===== src/include/line_alarm_pkg.sv =====
// Package for the line-unit alarm interrupt block: offsets, fields, types.
// Assumes a 32-bit classic Wishbone bus with byte addresses.
package line_alarm_pkg;
	localparam logic [11:0] ADDR_IRQ_EN = 12'hf04;
	localparam logic [11:0] ADDR_STATUS = 12'hf05;
	localparam logic [11:0] ADDR_EVENT = 12'hf08;
	localparam logic [11:0] ADDR_CTRL = 12'hf0c;
	localparam int BIT_PATTERN = 0;
	localparam int BIT_SIGLOSS = 1;
	localparam int BIT_FIFO = 5;
	localparam int BIT_DRVMON = 6;
	localparam int NUM_SRC = 4;
	localparam logic [7:0] EN_MASK = 8'h63;
	localparam logic [7:0] STATUS_RESET = 8'h00;
	localparam logic [7:0] EN_RESET = 8'h00;
	localparam logic [7:0] CNT_LIMIT = 8'h80;
	localparam logic [7:0] FIFO_NEAR = 8'h03;
	localparam logic [31:0] DEAD_DATA = 32'h00000000;
	typedef struct packed {
		logic tx_line_positive;
		logic tx_line_negative;
		logic signal_loss_defect;
		logic pattern_detect;
	} line_in_t;
	typedef struct packed {
		logic [7:0] wr_ptr;
		logic [7:0] rd_ptr;
	} fifo_ptr_t;
	typedef enum logic [1:0] {
		BUS_IDLE = 2'b01,
		BUS_ACK = 2'b10
	} bus_state_t;
endpackage


===== src/rtl/line_unit_alarm_interrupts.sv =====
// Alarm status, change detection and interrupt enables of one T1 line channel.
// Assumes line pins are asynchronous to I_SYS_CLK and sampled at least per bit.
// Function
// RULE1: With bit 1 enabled, both declaring and clearing signal loss raise an interrupt.
// RULE2: With bit 0 enabled, both gaining and losing test-pattern lock raise an interrupt.
// RULE3: Software sets line unit and framer to single rail mode before using these registers.
// RULE4: The driver-monitor alarm is declared after 128 bit periods without a bipolar pulse.
// RULE5: Any bipolar pulse on the line output clears the driver-monitor alarm at once.
// RULE6: Status bit 6 reads 1 while the driver-monitor alarm is declared.
// RULE7: With bit 6 enabled, every change of the driver-monitor status raises an interrupt.
// RULE8: Status bit 5 reads 1 while the jitter FIFO pointers are within three bits.
// RULE9: With bit 5 enabled, every change of the FIFO limit status raises an interrupt.
// RULE10: Unused status bits 7 and 4 read as zero.
// RULE11: The interrupt output is the OR of enabled sticky events, held until cleared.
`default_nettype none
module line_unit_alarm_interrupts (
	input wire logic I_SYS_CLK,
	input wire logic I_RST_N,
	input wire logic I_CYC,
	input wire logic I_STB,
	input wire logic I_WE,
	input wire logic [11:0] I_ADR,
	input wire logic [3:0] I_SEL,
	input wire logic [31:0] I_DAT,
	output logic [31:0] O_DAT,
	output logic O_ACK,
	input wire logic I_BIT_TICK,
	input wire line_alarm_pkg::line_in_t I_LINE,
	input wire line_alarm_pkg::fifo_ptr_t I_FIFO,
	output logic O_IRQ
);

////////////////////////////////////////////////////////////////////////////////
// Pin synchronisers; first stage feeds only the second
line_alarm_pkg::line_in_t line_s1;
line_alarm_pkg::line_in_t line_s2;
logic tick_s1;
logic tick_s2;
logic tick_d;
always_ff @(posedge I_SYS_CLK or negedge I_RST_N) begin
	if (!I_RST_N) begin
		line_s1 <= '0;
		line_s2 <= '0;
		tick_s1 <= 1'b0;
		tick_s2 <= 1'b0;
		tick_d <= 1'b0;
	end else begin
		line_s1 <= I_LINE;
		line_s2 <= line_s1;
		tick_s1 <= I_BIT_TICK;
		tick_s2 <= tick_s1;
		tick_d <= tick_s2;
	end
end

logic bit_edge;
assign bit_edge = tick_s2 && !tick_d;

////////////////////////////////////////////////////////////////////////////////
// Driver monitor: count quiet bit periods
logic [7:0] quiet_cnt;
logic drv_alarm;
logic pulse_seen;
assign pulse_seen = line_s2.tx_line_positive || line_s2.tx_line_negative;
always_ff @(posedge I_SYS_CLK or negedge I_RST_N) begin
	if (!I_RST_N) begin
		quiet_cnt <= 8'h00;
		drv_alarm <= 1'b0;
	end else if (pulse_seen) begin
		quiet_cnt <= 8'h00; // [RULE5]
		drv_alarm <= 1'b0; // [RULE5]
	end else if (bit_edge && !drv_alarm) begin
		if (quiet_cnt == line_alarm_pkg::CNT_LIMIT - 8'h01) begin
			drv_alarm <= 1'b1; // [RULE4]
		end else begin
			quiet_cnt <= quiet_cnt + 8'h01; // [RULE4]
		end
	end
end

////////////////////////////////////////////////////////////////////////////////
// FIFO limit; pointers come from the same clock, so no synchroniser
logic [7:0] ptr_diff;
logic fifo_near;
always_comb begin
	ptr_diff = I_FIFO.wr_ptr - I_FIFO.rd_ptr;
	fifo_near = (ptr_diff <= line_alarm_pkg::FIFO_NEAR) ||
		((8'h00 - ptr_diff) <= line_alarm_pkg::FIFO_NEAR); // [RULE8]
end

logic fifo_flag;
always_ff @(posedge I_SYS_CLK or negedge I_RST_N) begin
	if (!I_RST_N) begin
		fifo_flag <= 1'b0;
	end else begin
		fifo_flag <= fifo_near;
	end
end

////////////////////////////////////////////////////////////////////////////////
// Status assembly; bits 7, 4 and loop code stay zero
logic [7:0] status;
always_comb begin
	status = line_alarm_pkg::STATUS_RESET; // [RULE10]
	status[line_alarm_pkg::BIT_DRVMON] = drv_alarm; // [RULE6]
	status[line_alarm_pkg::BIT_FIFO] = fifo_flag; // [RULE8]
	status[line_alarm_pkg::BIT_SIGLOSS] = line_s2.signal_loss_defect;
	status[line_alarm_pkg::BIT_PATTERN] = line_s2.pattern_detect;
end

////////////////////////////////////////////////////////////////////////////////
// Wishbone slave, one wait state so reads come from flops
line_alarm_pkg::bus_state_t bus_state;
logic access;
logic ack_phase;
logic wr_en;
logic wr_event;
logic wr_ctrl;
assign access = I_CYC && I_STB && (bus_state == line_alarm_pkg::BUS_IDLE);
// Writes land on the edge where the master sees ack, not on the taking edge
assign ack_phase = I_CYC && I_STB && (bus_state == line_alarm_pkg::BUS_ACK);
assign wr_en = ack_phase && I_WE && I_SEL[0] && (I_ADR == line_alarm_pkg::ADDR_IRQ_EN);
assign wr_event = ack_phase && I_WE && I_SEL[0] && (I_ADR == line_alarm_pkg::ADDR_EVENT);
assign wr_ctrl = ack_phase && I_WE && I_SEL[0] && (I_ADR == line_alarm_pkg::ADDR_CTRL);

always_ff @(posedge I_SYS_CLK or negedge I_RST_N) begin
	if (!I_RST_N) begin
		bus_state <= line_alarm_pkg::BUS_IDLE;
	end else begin
		case (bus_state)
			line_alarm_pkg::BUS_IDLE: begin
				if (access) begin
					bus_state <= line_alarm_pkg::BUS_ACK;
				end
			end
			line_alarm_pkg::BUS_ACK: begin
				bus_state <= line_alarm_pkg::BUS_IDLE;
			end
			default: begin
				bus_state <= line_alarm_pkg::BUS_IDLE;
			end
		endcase
	end
end
assign O_ACK = (bus_state == line_alarm_pkg::BUS_ACK);

////////////////////////////////////////////////////////////////////////////////
// Enable register and single rail control
logic [7:0] irq_en;
logic single_rail;
always_ff @(posedge I_SYS_CLK or negedge I_RST_N) begin
	if (!I_RST_N) begin
		irq_en <= line_alarm_pkg::EN_RESET;
		single_rail <= 1'b0;
	end else begin
		if (wr_en) begin
			irq_en <= I_DAT[7:0] & line_alarm_pkg::EN_MASK;
		end
		if (wr_ctrl) begin
			single_rail <= I_DAT[0];
		end
	end
end

////////////////////////////////////////////////////////////////////////////////
// Change detection and sticky events, one per source
localparam int SRC_BIT [line_alarm_pkg::NUM_SRC] = '{
	line_alarm_pkg::BIT_PATTERN, line_alarm_pkg::BIT_SIGLOSS,
	line_alarm_pkg::BIT_FIFO, line_alarm_pkg::BIT_DRVMON};
logic [7:0] status_d;
wire logic [7:0] event_flag;
always_ff @(posedge I_SYS_CLK or negedge I_RST_N) begin
	if (!I_RST_N) begin
		status_d <= line_alarm_pkg::STATUS_RESET;
	end else begin
		status_d <= status;
	end
end

genvar g;
generate
	for (g = 0; g < 8; g++) begin : g_evt
		if (g == SRC_BIT[0] || g == SRC_BIT[1] || g == SRC_BIT[2] || g == SRC_BIT[3]) begin : g_on
			logic change;
			logic flag;
			// Registers only work in single rail mode, so changes are ignored otherwise
			assign change = single_rail && (status[g] != status_d[g]); // [RULE3]
			always_ff @(posedge I_SYS_CLK or negedge I_RST_N) begin
				if (!I_RST_N) begin
					flag <= 1'b0;
				end else if (change) begin
					flag <= 1'b1; // [RULE1] [RULE2] [RULE7] [RULE9]
				end else if (wr_event && I_DAT[g]) begin
					flag <= 1'b0;
				end
			end
			assign event_flag[g] = flag;
		end else begin : g_off
			assign event_flag[g] = 1'b0;
		end
	end
endgenerate

////////////////////////////////////////////////////////////////////////////////
// Interrupt output and read data
always_ff @(posedge I_SYS_CLK or negedge I_RST_N) begin
	if (!I_RST_N) begin
		O_IRQ <= 1'b0;
	end else begin
		O_IRQ <= |(event_flag & irq_en); // [RULE11]
	end
end

always_ff @(posedge I_SYS_CLK or negedge I_RST_N) begin
	if (!I_RST_N) begin
		O_DAT <= line_alarm_pkg::DEAD_DATA;
	end else if (access && !I_WE) begin
		case (I_ADR)
			line_alarm_pkg::ADDR_IRQ_EN: O_DAT <= {24'h000000, irq_en};
			line_alarm_pkg::ADDR_STATUS: O_DAT <= {24'h000000, single_rail ? status : 8'h00};
			line_alarm_pkg::ADDR_EVENT: O_DAT <= {24'h000000, event_flag};
			line_alarm_pkg::ADDR_CTRL: O_DAT <= {31'h00000000, single_rail};
			default: O_DAT <= line_alarm_pkg::DEAD_DATA;
		endcase
	end else begin
		O_DAT <= line_alarm_pkg::DEAD_DATA;
	end
end

endmodule
`default_nettype wire


===== config.mk =====
export PLATFORM = sky130hd
export DESIGN_NAME = line_unit_alarm_interrupts
export DESIGN_NICKNAME = d
export VERILOG_FILES = /design/src/include/line_alarm_pkg.sv /design/src/rtl/line_unit_alarm_interrupts.sv
export SDC_FILE = /design/constraint.sdc
export NUM_CORES = 1
export LEC_CHECK = 0
export ABC_CLOCK_PERIOD_IN_PS = 2200
export CAP_MARGIN = 20
export CELL_PAD_IN_SITES_DETAIL_PLACEMENT = 1
export CELL_PAD_IN_SITES_GLOBAL_PLACEMENT = 1
export CORE_ASPECT_RATIO = 0.8
export CORE_MARGIN = 4
export CORE_UTILIZATION = 40
export DETAILED_ROUTE_END_ITERATION = 6
export DONT_BUFFER_PORTS = 1
export PLACE_DENSITY_LB_ADDON = 0.3
export SLEW_MARGIN = 20
export SYNTH_ARGS = -nofsm -noshare
export SYNTH_HDL_FRONTEND = slang
export SYNTH_SLANG_ARGS = --single-unit

===== constraint.sdc =====
create_clock -name I_SYS_CLK -period 2.2 [get_ports I_SYS_CLK]
set_input_delay 0.55 -clock I_SYS_CLK [delete_from_list [all_inputs] [get_ports I_SYS_CLK]]
set_output_delay 0.55 -clock I_SYS_CLK [all_outputs]
set_load 0.02 [all_outputs]

==> results.yml <==
sta:
  fmax_ghz: 0.489
  setup_viol: 0
  setup_slack_ns: 0.155
  worst_pin_slew_ns: 0.497
  maxSlewViolCount: 0
  fin_skew_ns: 0.00755
  grt_setup_unrepaired: "no"
  period_needed_ns: 2.04
  hold_viol_final: 0
  finalCritPeriodShare_pct: 92.9
  slew_headroom_pct: 66.5
yosys:
  yosysWarnings: 0
  synth_edf_count: 0
  synth_xor_area_share_pct: 5.72
  synth_cell_types: 46
  avgSynthCellArea_um2: 9.99
  synth-async-reset-ratio_pct: 100
  synth_compound_area_share_pct: 10.1
  synth-seq-area-share_pct: 44.7
  synthSimpleGateAreaFrac_pct: 16.8
  synth_top_family_by_area: "simple AND/OR/NAND/NOR gates"
  synth-seq-cells: 41
  netlist_instances: 230
  synth_fa_ha_area_share_pct: 5.23
  synthMuxAreaShare_pct: 4.46
  syn_area_um2: 2300
  ys_dominant_reg_cell: "dfrtp_1"
clock_network:
  cts_made_buffers: 5
  clk_path_buf_depth: 2
  path_clk_slew_ns: 0.08
  htree_levels: 2
  cts_setup_buffers: 0
  root_buffer: "clkbuf_8"
  cts_tree: "built"
  ctsResizeCount: 0
  clock_latency_ns: 0.29
  cts_sinks: 41
floorplan:
  row_count: 24
  die_y_um: 75.8
  die_w_um: 92.8
  core-area_um2: 5500
  boundaryPins: 108
  initial_core_util_pct: 41.8
  die_area_um2: 7030
place:
  dpl_worst_slack_ns: -0.140
  dp.cells: 314
  dp_hpwl_um: 3450
  portBuffers: 0
  gp_congestion: 0.766
global_routing:
  grt_max_degree: 41
  met3_usage_pct: 3.75
  top_usage_layer: "met2"
  grtUsageTotal_pct: 13.3
  grt_antenna_before_repair: 0
  overflow: 0
  met1_usage_pct: 17.6
  grt_pass1_wl_um: 7340
  grt_pass1_vias: 1570
  use_met2_pct: 21.1
critical_path:
  cp.arrival_ns: 2.26
  criticalPathCategory: "in2reg"
  critPathMaxFanout: 3
  cp-start-kind: "input pin"
  end_kind: "flop"
  required_ns: 2.41
hold_path:
  hold_class: "in2async"
cells_and_area:
  drive_gt1_share_pct: 13.9
  fillers: 642
  stdcell_count: 323
  area_growth_pct: 7.35
  antennaDiodeCount: 0
  fin_nets: 327
detailed_routing:
  vias_per_cell: 4.71
  drc_errors: 0
  dr.pass1.iters: 4
  avgRoutedWirePerCell_um: 13.6
  wl_um: 4390
  ant_nets: 0
  num_vias: 1522
  drt_iter0_drc: 38
job:
  maxCapViolCount: 0
power_and_ir_drop:
  cellPowerDensity_nw_per_um2: 588
  irDropWorstVdd_mv: 0.239
  power.leakage_nw: 1.13
status:
  outcome: "finished, final reports clean"
==> path summary, 6_finish.rpt <==
| path | startpoint | end | slack [ns] | cells after the start |
|---|---|---|---|---|
| worst max-delay path | I_FIFO[8] | fifo_flag$_DFF_PN0_ | 0.16 | 8 |
| worst min-delay path | I_RST_N | O_DAT[5]$_DFF_PN0_ | 0.09 | 1 |
| worst max register to register | quiet_cnt[0]$_DFFE_PN0P_ | quiet_cnt[7]$_DFFE_PN0P_ | 0.45 | 7 |
| worst min register to register | tick_s1$_DFF_PN0_ | tick_s2$_DFF_PN0_ | 0.36 | 0 |
| max in group asynchronous | I_RST_N | line_s2[1]$_DFF_PN0_ | 1.90 | 1 |
| min in group I_SYS_CLK | I_LINE[3] | line_s1[3]$_DFF_PN0_ | 0.29 | 0 |
==> cell usage in the layout, fill, tap and decap left out, drive strengths merged, types with 6 or more instances in the layout <==
cell	Yosys	layout
mux2	6	6
conb	1	28
nor2	18	18
inv	18	18
xor2	9	9
ha	8	8
dfrtp	40	40
buf	30	12
nand3	9	9
clkbuf	2	6
xnor2	6	6
nand2	14	14
o21ai	9	9
a21oi	8	8
==> registers in the layout, summed over array words and instances, names as in the netlist <==
name,flops
tick_d,1
fifo_flag,1
quiet_cnt,8
O_IRQ,1
g_evt.g_on.flag,4
single_rail,1
irq_en,4
drv_alarm,1
bus_state,2
status_d,4
line_s2,4
line_s1,4
tick_s2,1
tick_s1,1
O_DAT,4
==> stage by stage <==
stage	hold WS, ns	util (%)	cell area (um^2)	setup TNS [ns]	power (mW)
6_report	0.0855	44.9	2470	0	1.45
3_3_place_gp	0.255	43.0	2360	-0.0915	0.982
3_5_place_dp	0.255	43.0	2360	-0.140	0.985
2_1_floorplan	0.254	-	2410	0	0.983
4_1_cts	0.0873	44.9	2470	0	1.48
5_1_grt	0.0805	44.9	2470	0	1.54
==> cell families (layout without fill, tap and decap cells) <==
| logic type | after synthesis | after routing |
|---|---|---|
| other | 1 | 28 |
| buffers and inverters | 50 | 38 |
| multiplexers | 8 | 8 |
| AO/OA/AOI/OAI | 34 | 34 |
| AND/OR/NAND/NOR | 72 | 72 |
| adder cells (fa/ha/maj) | 9 | 9 |
| XOR/XNOR | 15 | 15 |
| flip-flops | 41 | 41 |
==> routing by layer <==
layer,vias to the layer above,share of wire [%]
met1,723,46
met3,8,5.9
li1,752,-
met5,-,0
met2,39,46
met4,0,1.5
==> worst max-delay path: stages <==
cell and delay, ns:
inv_1 0.02, ha_1 0.19, fa_2 0.35, nand2b_4 0.16, a21oi_1 0.13, o311ai_0 0.20, or4_1 0.51, mux2i_1 0.14
==> repair_timing <==
action / 4_1_cts / 5_1_grt
hold buffers: 1 / 0
endpoints found under the setup margin: 0 / 0
endpoints found under the hold margin: 40 / 0
==> Yosys cell counts (4+ instances only) <==
| cell type | n | area, um^2 |
|---|---|---|
| dfrtp_1 | 40 | 1000 |
| buf_4 | 29 | 218 |
| inv_1 | 18 | 67.6 |
| nor2_1 | 18 | 67.6 |
| nand2_1 | 13 | 48.8 |
| nand3_1 | 9 | 45.0 |
| o21ai_0 | 9 | 45.0 |
| xor2_1 | 9 | 78.8 |
| a21oi_1 | 8 | 40.0 |
| ha_1 | 8 | 100 |
| xnor2_1 | 6 | 52.6 |
| nor2b_1 | 5 | 31.3 |
| nor3_1 | 5 | 25.0 |
| a22o_1 | 4 | 35.0 |
| mux2_4 | 4 | 60.1 |
==> final cells by class <==
class	count	area [um^2]	area share [%]
clock buffers	6	72.6	2.94
clock inverters	2	10.0	0.406
inverters	18	67.6	2.74
multi-input cells	166	1090	44.2
flip-flops and latches	41	1030	41.6
well taps	78	97.6	3.96
repair buffers	12	103	4.16
==> where the power goes <==
group / total (mW) / internal (mW) / switching (mW)
Sequential: 0.780 / 0.771 / 0.00894
Clock: 0.464 / 0.220 / 0.244
Combinational: 0.208 / 0.0760 / 0.132
Total: 1.45 / 1.07 / 0.385
Note: power is estimated with default switching activity, not from simulation.
